--- src/hdl/pic_pkg.sv ---
// Constants, types and encodings for the cascaded interrupt controller pair.
// Assumes a single clock domain; the host drives I/O strobes as one-cycle pulses.
// Contract
// - Write at base with bit 4 set is the first init word, restarting init.
// - After init, base writes with bit 4 clear go to the operational words.
// - Level-trigger bit of first init word is ignored and reads as one.
// - Call-interval bit of first init word is ignored.
// - Command codes 001 nonspecific EOI, 011 specific EOI, 010 no operation.
// - Code 100 sets auto-EOI rotation, 000 clears it, 101 rotates on EOI.
// - Code 110 sets lowest priority, 111 specific EOI with rotate, both use level.
// - Command bits 4:3 are 00; bit 4 set means first init word.
// - Level field picks line 0-7 on master, 8-15 on slave.
// - Special mask mode set or cleared only when its enable bit is one.
// - Poll bit makes the next base-address read of that controller an acknowledge.
// - Low bits 10 select request register, 11 in-service, others no change.
// - Vector base from second init word; acknowledge replaces low bits by level.
// - First init word resets to 19h.
// - Base plus one writes outside init set line masks; master line 2 masks slave.
// - Slave interrupt output feeds master request line 2.
package pic_pkg;
   localparam logic [7:0] PIC_MST_BASE = 8'h20;
   localparam logic [7:0] PIC_SLV_BASE = 8'ha0;
   localparam logic [7:0] PIC_INIT_WORD_ONE_RST = 8'h19;
   localparam logic [7:0] PIC_LEVEL_TRIGGER_BIT_ONE = 8'h08;
   localparam logic [7:0] PIC_IMR_RST = 8'h00;
   localparam logic [2:0] PIC_LOWEST_RST = 3'h7;
   localparam logic [2:0] PIC_CASC_LINE = 3'h2;
   localparam logic [2:0] PIC_SPUR_LINE = 3'h7;
   localparam logic [4:0] PIC_VBASE_RST = 5'h00;
   localparam int PIC_SEL_BIT = 4;
   localparam int PIC_MISC_BIT = 3;
   localparam int PIC_POLL_BIT = 2;
   localparam int PIC_SMM_BIT = 6;
   localparam int PIC_SPECIAL_MASK_ENABLE_BIT = 5;
   localparam int PIC_RDEN_BIT = 1;
   localparam int PIC_RDSEL_BIT = 0;
   localparam int PIC_IC4_BIT = 0;
   localparam int PIC_AEOI_BIT = 1;
   localparam logic [2:0] PIC_OP_ROT_CLR = 3'b000;
   localparam logic [2:0] PIC_OP_NS_EOI = 3'b001;
   localparam logic [2:0] PIC_OP_NOP = 3'b010;
   localparam logic [2:0] PIC_OP_SP_EOI = 3'b011;
   localparam logic [2:0] PIC_OP_ROT_SET = 3'b100;
   localparam logic [2:0] PIC_OP_ROT_NS = 3'b101;
   localparam logic [2:0] PIC_OP_SET_PRI = 3'b110;
   localparam logic [2:0] PIC_OP_ROT_SP = 3'b111;

   typedef enum logic [1:0] {
      PIC_STEP_OPER = 2'b00,
      PIC_STEP_VEC = 2'b01,
      PIC_STEP_CAS = 2'b10,
      PIC_STEP_FOUR = 2'b11
   } pic_step_t;

   typedef struct packed {
      logic wr;
      logic rd;
      logic [7:0] addr;
      logic [7:0] data;
   } pic_io_t;

   typedef struct packed {
      logic [7:0] init_word_one;
      logic [4:0] vbase;
      logic [7:0] line_mask_register;
      logic [7:0] request_register;
      logic [7:0] in_service_register;
      logic [2:0] lowest;
      logic aeoi;
      logic rot_aeoi;
      logic special_mask_bit;
      logic poll;
      logic read_isr;
      pic_step_t step;
   } pic_ctl_t;

   localparam pic_ctl_t PIC_CTL_RST = '{init_word_one: PIC_INIT_WORD_ONE_RST, vbase: PIC_VBASE_RST,
      line_mask_register: PIC_IMR_RST, request_register: 8'h00, in_service_register: 8'h00, lowest: PIC_LOWEST_RST, aeoi: 1'b0,
      rot_aeoi: 1'b0, special_mask_bit: 1'b0, poll: 1'b0, read_isr: 1'b0, step: PIC_STEP_OPER};
endpackage

--- src/hdl/pic_pair.sv ---
// Master and slave interrupt controllers with command decode and acknowledge.
// Assumes i_io strobes and i_inta are one-cycle pulses on i_core_clk; i_irq are pins.
`timescale 1ns/100ps
module pic_pair import pic_pkg::*; (
   input wire logic i_core_clk,
   input wire logic i_rst,
   input wire pic_io_t i_io,
   input wire logic i_inta,
   input wire logic [15:0] i_irq,
   output logic [7:0] o_rdata,
   output logic [7:0] o_vector,
   output logic o_int,
   output logic [1:0][7:0] o_init_word
);
   function automatic logic [7:0] pic_rot(input logic [7:0] v, input logic [2:0] sh);
      logic [15:0] w;
      w = {v, v} >> sh;
      return w[7:0];
   endfunction

   // Index 0 is the highest priority after rotation
   function automatic logic [3:0] pic_first(input logic [7:0] v);
      logic [3:0] r;
      r = 4'h0;
      for (int i = 7; i >= 0; i--) begin
         if (v[i]) begin
            r = {1'b1, 3'(i)};
         end
      end
      return r;
   endfunction

   function automatic logic [7:0] pic_bit(input logic [2:0] lvl);
      return 8'h01 << lvl;
   endfunction

   logic [15:0] irq_s1;
   logic [15:0] irq_s2;
   logic [15:0] irq_s3;
   logic [15:0] rise;
   pic_ctl_t ctl [2];
   pic_ctl_t next_ctl [2];
   logic [7:0] req [2];
   logic found [2];
   logic [2:0] lvl [2];
   logic [2:0] top_isr [2];
   logic poll_rd [2];
   logic ack [2];
   logic rd_hit [2];
   logic [7:0] rd_val [2];
   logic slave_chain;
   logic [7:0] next_rdata;
   logic [7:0] next_vector;

   always_ff @(posedge i_core_clk or posedge i_rst) begin
      if (i_rst) begin
         irq_s1 <= 16'h0000;
         irq_s2 <= 16'h0000;
         irq_s3 <= 16'h0000;
      end else begin
         irq_s1 <= i_irq;
         irq_s2 <= irq_s1;
         irq_s3 <= irq_s2;
      end
   end

   assign rise = irq_s2 & ~irq_s3;
   assign slave_chain = found[0] && (lvl[0] == PIC_CASC_LINE);
   assign ack[0] = (i_inta || poll_rd[0]) && found[0];
   assign ack[1] = ((i_inta && slave_chain) || poll_rd[1]) && found[1];

   for (genvar c = 0; c < 2; c++) begin : g_ctl
      localparam logic [7:0] BASE = (c == 0) ? PIC_MST_BASE : PIC_SLV_BASE;
      logic wr_base;
      logic wr_odd;
      logic rd_base;
      logic rd_odd;
      logic [2:0] sh;
      logic [7:0] cand;
      logic [3:0] fq;
      logic [3:0] fs;
      logic [7:0] d;

      assign d = i_io.data;
      assign wr_base = i_io.wr && (i_io.addr == BASE);
      assign wr_odd = i_io.wr && (i_io.addr == 8'(BASE + 8'h01));
      assign rd_base = i_io.rd && (i_io.addr == BASE);
      assign rd_odd = i_io.rd && (i_io.addr == 8'(BASE + 8'h01));
      assign poll_rd[c] = rd_base && ctl[c].poll;

      // Master line 2 follows the slave output as a level, not an edge
      if (c == 0) begin : g_mst
         assign req[c] = {ctl[c].request_register[7:3], found[1], ctl[c].request_register[1:0]};
      end else begin : g_slv
         assign req[c] = ctl[c].request_register;
      end

      // Masking master line 2 drops its cascade input, hiding every slave line
      assign sh = 3'(ctl[c].lowest + 3'h1);
      assign cand = ctl[c].special_mask_bit ? (req[c] & ~ctl[c].line_mask_register & ~ctl[c].in_service_register)
                               : (req[c] & ~ctl[c].line_mask_register);
      assign fq = pic_first(pic_rot(cand, sh));
      assign fs = pic_first(pic_rot(ctl[c].in_service_register, sh));
      assign found[c] = fq[3] && (ctl[c].special_mask_bit || !fs[3] || (fq[2:0] < fs[2:0]));
      assign lvl[c] = 3'(fq[2:0] + sh);
      assign top_isr[c] = 3'(fs[2:0] + sh);
      assign rd_hit[c] = rd_base || rd_odd;

      always_comb begin
         if (rd_odd) begin
            rd_val[c] = ctl[c].line_mask_register;
         end else if (ctl[c].poll) begin
            rd_val[c] = {found[c], 4'h0, lvl[c]};
         end else if (ctl[c].read_isr) begin
            rd_val[c] = ctl[c].in_service_register;
         end else begin
            rd_val[c] = req[c];
         end
      end

      always_comb begin
         next_ctl[c] = ctl[c];
         if (ack[c]) begin
            next_ctl[c].request_register = ctl[c].request_register & ~pic_bit(lvl[c]);
            if (!ctl[c].aeoi) begin
               next_ctl[c].in_service_register = ctl[c].in_service_register | pic_bit(lvl[c]);
            end else if (ctl[c].rot_aeoi) begin
               next_ctl[c].lowest = lvl[c];
            end
         end
         // A new edge in the acknowledge cycle survives the clear
         next_ctl[c].request_register = next_ctl[c].request_register | rise[c*8 +: 8];
         if (poll_rd[c]) begin
            next_ctl[c].poll = 1'b0;
         end
         if (wr_base && d[PIC_SEL_BIT]) begin
            // Upper bits and call-interval bit are kept but steer nothing
            next_ctl[c].init_word_one = d | PIC_LEVEL_TRIGGER_BIT_ONE;
            next_ctl[c].step = PIC_STEP_VEC;
            next_ctl[c].line_mask_register = PIC_IMR_RST;
            next_ctl[c].in_service_register = 8'h00;
            next_ctl[c].lowest = PIC_LOWEST_RST;
            next_ctl[c].special_mask_bit = 1'b0;
            next_ctl[c].poll = 1'b0;
            next_ctl[c].read_isr = 1'b0;
            next_ctl[c].rot_aeoi = 1'b0;
         end else if (wr_base && d[PIC_MISC_BIT]) begin
            if (d[PIC_SPECIAL_MASK_ENABLE_BIT]) begin
               next_ctl[c].special_mask_bit = d[PIC_SMM_BIT];
            end
            next_ctl[c].poll = d[PIC_POLL_BIT];
            if (d[PIC_RDEN_BIT]) begin
               next_ctl[c].read_isr = d[PIC_RDSEL_BIT];
            end
         end else if (wr_base) begin
            unique case (d[7:5])
               PIC_OP_ROT_CLR: begin
                  next_ctl[c].rot_aeoi = 1'b0;
               end
               PIC_OP_NS_EOI: begin
                  next_ctl[c].in_service_register = next_ctl[c].in_service_register & ~pic_bit(top_isr[c]);
               end
               PIC_OP_NOP: begin
               end
               PIC_OP_SP_EOI: begin
                  next_ctl[c].in_service_register = next_ctl[c].in_service_register & ~pic_bit(d[2:0]);
               end
               PIC_OP_ROT_SET: begin
                  next_ctl[c].rot_aeoi = 1'b1;
               end
               PIC_OP_ROT_NS: begin
                  next_ctl[c].in_service_register = next_ctl[c].in_service_register & ~pic_bit(top_isr[c]);
                  if (ctl[c].in_service_register != 8'h00) begin
                     next_ctl[c].lowest = top_isr[c];
                  end
               end
               PIC_OP_SET_PRI: begin
                  next_ctl[c].lowest = d[2:0];
               end
               PIC_OP_ROT_SP: begin
                  next_ctl[c].in_service_register = next_ctl[c].in_service_register & ~pic_bit(d[2:0]);
                  next_ctl[c].lowest = d[2:0];
               end
            endcase
         end else if (wr_odd) begin
            unique case (ctl[c].step)
               PIC_STEP_VEC: begin
                  next_ctl[c].vbase = d[7:3];
                  next_ctl[c].step = PIC_STEP_CAS;
               end
               PIC_STEP_CAS: begin
                  next_ctl[c].step = ctl[c].init_word_one[PIC_IC4_BIT] ? PIC_STEP_FOUR
                                                                      : PIC_STEP_OPER;
               end
               PIC_STEP_FOUR: begin
                  next_ctl[c].aeoi = d[PIC_AEOI_BIT];
                  next_ctl[c].step = PIC_STEP_OPER;
               end
               PIC_STEP_OPER: begin
                  next_ctl[c].line_mask_register = d;
               end
            endcase
         end
      end

      always_ff @(posedge i_core_clk or posedge i_rst) begin
         if (i_rst) begin
            ctl[c] <= PIC_CTL_RST;
         end else begin
            ctl[c] <= next_ctl[c];
         end
      end
   end

   always_comb begin
      next_rdata = o_rdata;
      if (rd_hit[0]) begin
         next_rdata = rd_val[0];
      end else if (rd_hit[1]) begin
         next_rdata = rd_val[1];
      end
      next_vector = o_vector;
      // No winner at acknowledge gives the spurious line 7 of the master
      if (i_inta) begin
         if (slave_chain && found[1]) begin
            next_vector = {ctl[1].vbase, lvl[1]};
         end else if (found[0]) begin
            next_vector = {ctl[0].vbase, lvl[0]};
         end else begin
            next_vector = {ctl[0].vbase, PIC_SPUR_LINE};
         end
      end
   end

   always_ff @(posedge i_core_clk or posedge i_rst) begin
      if (i_rst) begin
         o_rdata <= 8'h00;
         o_vector <= 8'h00;
         o_int <= 1'b0;
         o_init_word <= {PIC_INIT_WORD_ONE_RST, PIC_INIT_WORD_ONE_RST};
      end else begin
         o_rdata <= next_rdata;
         o_vector <= next_vector;
         o_int <= found[0];
         o_init_word <= {next_ctl[1].init_word_one, next_ctl[0].init_word_one};
      end
   end
endmodule // pic_pair

--- config.mk ---
export PLATFORM = sky130hd
export DESIGN_NAME = pic_pair
export DESIGN_NICKNAME = d
export VERILOG_FILES = /design/src/hdl/pic_pkg.sv /design/src/hdl/pic_pair.sv
export SDC_FILE = /design/constraint.sdc
export NUM_CORES = 1
export LEC_CHECK = 0
export BUFFER_PORTS_ARGS = -buffer_cell sky130_fd_sc_hd__buf_2
export CORE_MARGIN = 2
export CORE_UTILIZATION = 35
export CTS_BUF_LIST = sky130_fd_sc_hd__clkbuf_8
export DETAILED_ROUTE_END_ITERATION = 6
export PLACE_DENSITY_LB_ADDON = 0.08
export SYNTH_ARGS = -nofsm -noshare
export SYNTH_HDL_FRONTEND = slang
export SYNTH_SLANG_ARGS = --single-unit
--- constraint.sdc ---
create_clock -name i_core_clk -period 13.1 [get_ports i_core_clk]
set_input_delay 0.655 -clock i_core_clk [delete_from_list [all_inputs] [get_ports i_core_clk]]
set_output_delay 0.655 -clock i_core_clk [all_outputs]
set_load 0.02 [all_outputs]
Word-level counts from Yosys, hierarchy flattened
Index checks and enable logic that the tools add are counted.

$add $sub $neg: 6. Magnitude comparators: 2. Equal/unequal tests: 21. Shifts and indexed selects: 9. Multiplexer cells: 101. Bitwise operators: 31. Reductions and logical operators: 72.

Operators by type and width (number): $mux W8 (23); $mux W4 (32); $and A8 B8 Y8 (10); $not A8 Y8 (9); $shr A16 B3 Y8 (4); $mux W11 (4); $shl A1 B3 Y8 const A (5); $mux W19 (2); $or A8 B8 Y8 (4); $pmux W8 S2 (2); $mux W3 (9); $mux W13 (2); $reduce_bool A2 Y1 (13); $logic_and A1 B1 Y1 (21); $reduce_and A5 Y1 (4); $and A16 B16 Y16 (1); $eq A8 B6 Y1 const B (2); $eq A8 B8 Y1 const B (2); $mux W2 (8); $not A16 Y16 (1); $reduce_and A4 Y1 (4); $reduce_bool A8 Y1 (2); $add A3 B3 Y3 (4); $eq A3 B3 Y1 const B (4); 23 further kinds (70).

Flip-flop bits (word level): 157. Input port bits: 37. Output and inout port bits: 33.

Depth between registers and ports, before layout
Gate-level depths: netlist (run 1).

Depth in word-level cells: 41. Depth in mapped cells: 32. Depth with buffers taken out: 27.

Worst setup path before layout (run 1)
Ideal clock, no wire load.

Kind: reg2reg. From: register ctl[7] in the netlist's numbering. To: register ctl[16] in the netlist's numbering. Setup time: 67 ps. Arrival time: 6570 ps. Required time: 13033 ps. Setup slack: 6463 ps. Stages on the path, launching flop included: 30. Path buffers: 4. Period minus slack after synthesis: 6637 ps. Path through: dfstp_2 > ha_1 > buf_6 > buf_6 > inv_1 > mux4_2 > nand2b_1 > o31ai_1 > o21ai_0 > a32oi_1 > inv_1 > ha_1 > nand2_1 > or3_1 > nor3_4 > o21a_1 > a21boi_1 > o21a_1 > nor4_1 > ha_1 > fa_1 > clkbuf_1 > nand2b_1 > nor3_1 > nand3_1 > a21oi_1 > o21ai_2 > buf_6 > a2111oi_2 > o221a_1.

RTL lines: start: declaration (RTL line pic_pair.sv:41) `pic_ctl_t ctl [2];`; start signal: indexed assignment (RTL line pic_pair.sv:210) `ctl[c] <= next_ctl[c];`.

==> flow_summary.json, run 1 <==
{
  "status": "completed",
  "setup_viol": 0,
  "clk_pin_slew_ns": 0.11,
  "timing.critical_path.mode_cell": "ha_1",
  "antenna_found_initial": 0,
  "post_cts.repair.setup_buffers": 0,
  "grt_max_degree": 89,
  "critical-path-max-stage-delay_ns": 0.90,
  "drc": 0,
  "skew_ns": 0.0243,
  "ys_seq_elements": 153,
  "seq_area_frac_synth_pct": 39.1,
  "dp_hpwl_mm": 22.9,
  "ys_async_sr_fraction_pct": 100,
  "synth.distinct_cells": 99,
  "coreArea_mm2": 0.0277,
  "drive_above_1_share_pct": 16.1,
  "maxCapViolCount": 0,
  "finalPower_mw": 2.30,
  "dr.pass1.iters": 5,
  "via_per_inst": 5.64,
  "worstSetupPathType": "flop to flop",
  "cts_num_sinks": 153,
  "die_x_um": 171,
  "clkLatencyLatePin_ns": 0.46,
  "ys.flop_type": "dfrtp_1",
  "setup_tns_ns": 0,
  "syn-cell-area_mm2": 0.00982,
  "slew_headroom_pct": 21.8,
  "top_layer": "met4",
  "p_seq_share_pct": 26.7,
  "path_delay_family": "simple AND/OR/NAND/NOR gates",
  "cp_max_fo": 38,
  "cts_buffers": 17,
  "root_buffer": "clkbuf_8",
  "grt.total_usage_pct": 21.7,
  "die_h_um": 171,
  "fin_crit_sh_pct": 67.3,
  "synth.avg_cell_area_um2": 9.01,
  "cts_htree_levels": 4,
  "rows": 61,
  "cts.repair.resized": 0,
  "p_clk_share_pct": 16.2,
  "gp_congestion": 0.859,
  "portBuffers": 66,
  "dieArea_mm2": 0.0294,
  "hold_class": "primary input to flop",
  "min_period_ns": 8.82,
  "leakage_nw": 4.56,
  "critPathLaunchType": "flop",
  "synth_edf_count": 0,
  "area_growth_pct": 8.12,
  "grt_setup_unrepaired": "false",
  "p_int_mw": 1.14,
  "grt_overflow": 0,
  "report.final.slew_viol_count": 0,
  "io_pins": 70,
  "cp.buffers_inverters": 3,
  "fmax_mhz": 113,
  "swShare_pct": 50.3,
  "vias": 8395,
  "synthCells": 1089,
  "fillers": 2837,
  "first_global_vias": 8087,
  "final_util_pct": 38.3,
  "cp.arrival_ns": 9.21,
  "clock_path_buffers": 2,
  "cts_tree": "done",
  "first_iter_violations": 639,
  "detail-route-antenna-nets": 0,
  "power_density_mw_per_mm2": 217,
  "cp_slowest_cell": "dfstp_2",
  "wirelength_mm": 31.0,
  "grt_pass1_wl_mm": 48.1,
  "finalHoldViolCount": 0,
  "end_kind": "flop",
  "combinationalPowerShare_pct": 57.2,
  "tightest_slew_ns": 1.17,
  "ys.warnings.count": 0,
  "ir_drop_uv": 159,
  "avgRoutedWirePerCell_um": 20.8,
  "wl_met3_mm": 1.56,
  "ctsHoldBuffers": 0,
  "cp.required_ns": 13.49,
  "layout.nets": 1157,
  "wl_met1_mm": 15.2,
  "switchingPower_mw": 1.16,
  "initial_core_util_pct": 35.4,
  "antenna_cells": 0,
  "wl_met2_mm": 13.7
}
-- synthesized netlist by cell type (all sizes together) (5+ instances only) --
cell type	instances	area [µm²]
a2111oi	15	150
a211oi	33	248
a21boi	5	37.5
a21oi	48	240
a22o	17	150
a22oi	9	67.6
a31oi	18	128
and2	14	90.1
and3	10	62.6
buf	40	297
clkbuf	45	169
dfrtp	143	3580
dfstp	10	263
ha	18	225
inv	55	206
mux2	19	214
mux2i	27	274
mux4	8	180
nand2	128	493
nand2b	16	100
nand3	43	215
nand4	11	75.1
nor2	79	299
nor2b	16	103
nor3	28	156
nor3b	8	82.6
nor4	9	71.3
o211ai	11	87.6
o21a	5	37.5
o21ai	76	384
o221a	11	124
o22ai	17	106
o31ai	9	67.6
or3	5	31.3
xnor2	11	96.3
-- routing by layer --
metal,global-route usage (%),vias to the layer above
met2,33.0,258
met5,0,-
met1,31.9,4119
li1,-,3989
met3,3.08,29
met4,6.08,0
-- power by group through the flow --
stage	Clock (mW)	Combinational [mW]	Sequential, mW
finish	0.372	1.31	0.613
global route	0.406	1.46	0.623
CTS	0.385	1.31	0.612
detailed placement	0	1.30	0.621
global placement	0	1.29	0.623
floorplan	0	1.01	0.581
-- worst register-to-register path, delay by kind of cell (launching register included) --
| kind | cells | cell delay [ns] |
|---|---|---|
| compound gates | 9 | 2.70 |
| mux | 1 | 0.43 |
| flops | 1 | 0.90 |
| buf+inv | 3 | 0.66 |
| fa+ha+maj | 4 | 1.32 |
| simple gates | 9 | 2.77 |
-- final cells by class --
cell class	instances	area (µm²)	share of cell area (%)
Clock buffer	17	234	2.20
Multi-Input combinational cell	796	5300	50.0
Sequential cell	153	3840	36.2
Inverter	56	215	2.03
Timing Repair Buffer	74	390	3.68
Clock inverter	15	156	1.47
Tap cell	378	473	4.46
-- cells by family (layout without fill, tap and decap cells) --
family	Yosys count	after routing	share of synthesized area [%]
compound gates	312	312	22.3
xor+xnor	14	14	1.25
fa+ha+maj	22	22	3.11
buf+inv	141	162	6.88
flops	153	153	39.1
mux	54	54	6.81
other cells	1	2	0.0382
simple gates	392	392	20.5
-- registers in the layout, summed over array words and instances, names as in the netlist --
register	cells
irq_s1	15
irq_s2	15
o_vector	8
o_rdata	8
o_int	1
o_init_word	14
ctl	77
irq_s3	15
-- cell usage in the layout (no fill, tap or decap), types with 17 or more instances in the layout --
master,synthesis,final
dfrtp_1,143,143
nand2_1,125,125
nor2_1,78,78
o21ai_0,74,74
buf_2,9,66
inv_1,53,53
a21oi_1,48,48
nand3_1,43,43
a211oi_1,33,33
nor3_1,26,26
mux2i_1,26,26
mux2_2,19,19
ha_1,18,18
a31oi_1,17,17
o22ai_1,17,17
clkbuf_8,0,17
-- through the flow --
stage          cells  area (µm²)  hold WS [ns]  setup WS (ns)
2_1_floorplan   1090        9820         0.331           6.46
3_3_place_gp    1457       10200         0.333           4.49
3_5_place_dp    1457       10200         0.335           4.42
4_1_cts         1489       10600         0.256           4.37
5_1_grt         1489       10600         0.255           3.71
6_report        1489       10600         0.293           4.28
-- worst paths after layout --
path                       startpoint          to  slack (ns)  depth (start not counted)
max in group asynchronous       i_rst  o_rdata[0]       11.42                          3
hold / removal               i_irq[6]   irq_s1[6]        0.29                          1
setup reg to reg               ctl[7]     ctl[10]        4.28                         26
min in group asynchronous       i_rst      ctl[1]        0.31                          2
setup / recovery               ctl[7]     ctl[10]        4.28                         26
hold reg to reg             irq_s1[4]   irq_s2[4]        0.35                          0
Note: power is estimated with default switching activity, not from simulation.
==> run 2, diff against run 1 <==
clock period = 8.2 ns   (was 13.1 ns; I/O delays follow)
==> flow_summary.json, run 2 (synthesis results as in run 1) <==
{
  "mostFrequentLayoutCells": "143 x dfrtp_1, 125 x nand2_1, 78 x nor2_1, 74 x o21ai_0, 66 x buf_2",
  "dieArea_mm2": 0.0294,
  "grt.total_usage_pct": 22.0,
  "coreArea_mm2": 0.0277,
  "leakage_nw": 4.60,
  "critical-path-max-stage-delay_ns": 0.55,
  "end_kind": "flop",
  "timing.critical_path.mode_cell": "ha_1",
  "antenna_cells": 0,
  "cts_tree": "done",
  "vias": 8533,
  "maxCapViolCount": 0,
  "initial_core_util_pct": 35.4,
  "clock_path_buffers": 2,
  "clkLatencyLatePin_ns": 0.46,
  "hold_path_end": "irq_s1[5]",
  "slew_headroom_pct": 22.0,
  "final_util_pct": 38.6,
  "post_cts.repair.setup_buffers": 0,
  "hold_class": "primary input to flop",
  "fmax_mhz": 138,
  "min_period_ns": 7.27,
  "drive_above_1_share_pct": 17.2,
  "rrSetupSlack_ns": 0.93,
  "fin_crit_sh_pct": 88.7,
  "grt_overflow": 0,
  "holdCritStartpoint": "i_irq[5]",
  "avgRoutedWirePerCell_um": 21.1,
  "tightest_slew_ns": 1.16,
  "critPathLaunchType": "flop",
  "detail-route-antenna-nets": 0,
  "antenna_found_initial": 0,
  "dp_hpwl_mm": 23.2,
  "worstSetupPathType": "flop to flop",
  "dr.pass1.iters": 7,
  "cts.repair.resized": 0,
  "power_density_mw_per_mm2": 350,
  "status": "completed",
  "root_buffer": "clkbuf_8",
  "largest_reg_flops": 77,
  "top_register": "ctl",
  "timing.rr.end": "ctl[10]",
  "grt_max_degree": 91,
  "cts_num_sinks": 153,
  "drc": 0,
  "reg2reg_from": "ctl[7]",
  "cp.arrival_ns": 7.66,
  "cts_htree_levels": 4,
  "cp_slowest_cell": "dfstp_2",
  "io_pins": 70,
  "finalHoldViolCount": 0,
  "area_growth_pct": 8.96,
  "ff2ff_path_depth": 26,
  "cts_buffers": 17,
  "setup_ws_ns": 0.929,
  "wirelength_mm": 31.7,
  "grt_setup_unrepaired": "false",
  "die_x_um": 171,
  "holdPathStages": 1,
  "ctsHoldBuffers": 0,
  "first_global_vias": 8222,
  "die_h_um": 171,
  "ir_drop_uv": 305,
  "clk_pin_slew_ns": 0.10,
  "first_iter_violations": 691,
  "gp_congestion": 0.849,
  "post-place-ws_ns": 1.02,
  "via_per_inst": 5.68,
  "grt_pass1_wl_mm": 48.8,
  "setup_viol": 0,
  "report.final.slew_viol_count": 0,
  "rows": 61,
  "final_common_cell": "dfrtp_1",
  "portBuffers": 66,
  "setup_tns_ns": 0,
  "cp.required_ns": 8.59,
  "cp_max_fo": 19,
  "skew_ns": 0.0171,
  "layout.nets": 1171
}
## run 2: cell types whose count changed in the layout (fill, tap and decap cells not counted)
cell / previous run / this run
clkinv_4: 2 / 3
clkinv_8: 0 / 1
bufinv_16: 1 / 0
inv_1: 53 / 52
clkinvlp_4: 1 / 3
buf_4: 8 / 22
inv_8: 4 / 3
inv_6: 7 / 5
## run 2: worst max-delay path by stage
| stage | startpoint | to | slack [ns] |
|---|---|---|---|
| after CTS | ctl[7] | ctl[22] | 0.99 |
| after global placement | ctl[7] | ctl[22] | 1.12 |
| after floorplan | ctl[7] | ctl[16] | 1.56 |
| after detailed placement | ctl[7] | ctl[25] | 1.02 |
| final | ctl[7] | ctl[10] | 0.93 |
| after global routing | ctl[8] | ctl[17] | 0.34 |
## run 2: through the flow
stage / cell area, µm² / hold slack [ns] / total power, mW / cells
after global placement: 10300 / 0.331 / 3.16 / 1471
after global routing: 10700 / 0.0168 / 4.03 / 1502
after detailed placement: 10300 / 0.336 / 3.16 / 1471
after CTS: 10700 / 0.0174 / 3.74 / 1502
final: 10700 / 0.0463 / 3.75 / 1502
after floorplan: 9820 / 0.331 / 2.54 / 1090
## run 2: layout make-up
cell class              instances  area [µm²]
clock inverters                14         134
inverters                      56         215
flip-flops and latches        153        3840
clock buffers                  17         234
repair buffers                 88         495
fillers                      2853       17000
well taps                     378         473
multi-input cells             796        5300
## run 2: worst max-delay path, delay by kind of cell, from the launching register on
family | cells | cell delay (ns)
multiplexers | 1 | 0.36
AND/OR/NAND/NOR | 10 | 2.22
adder cells (fa/ha/maj) | 4 | 1.17
flip-flops | 1 | 0.55
buffers and inverters | 2 | 0.54
AO/OA/AOI/OAI | 9 | 2.36
## run 2: power by group
part / internal, mW / switching [mW] / leakage, nW / total, mW
sequential: 0.844 / 0.135 / 1.82 / 0.979
clock: 0.221 / 0.342 / 0.178 / 0.563
combinational: 0.806 / 1.40 / 2.61 / 2.20
total: 1.87 / 1.87 / 4.60 / 3.75
## run 2: metal layers
layer / track usage (%) / part of all wire, % / vias to the layer above
met3: 3.68 / 5.9 / 32
met2: 33.3 / 45 / 285
met5: 0 / 0 / -
li1: - / - / 4017
met4: 6.12 / 1.8 / 0
met1: 32.3 / 48 / 4199
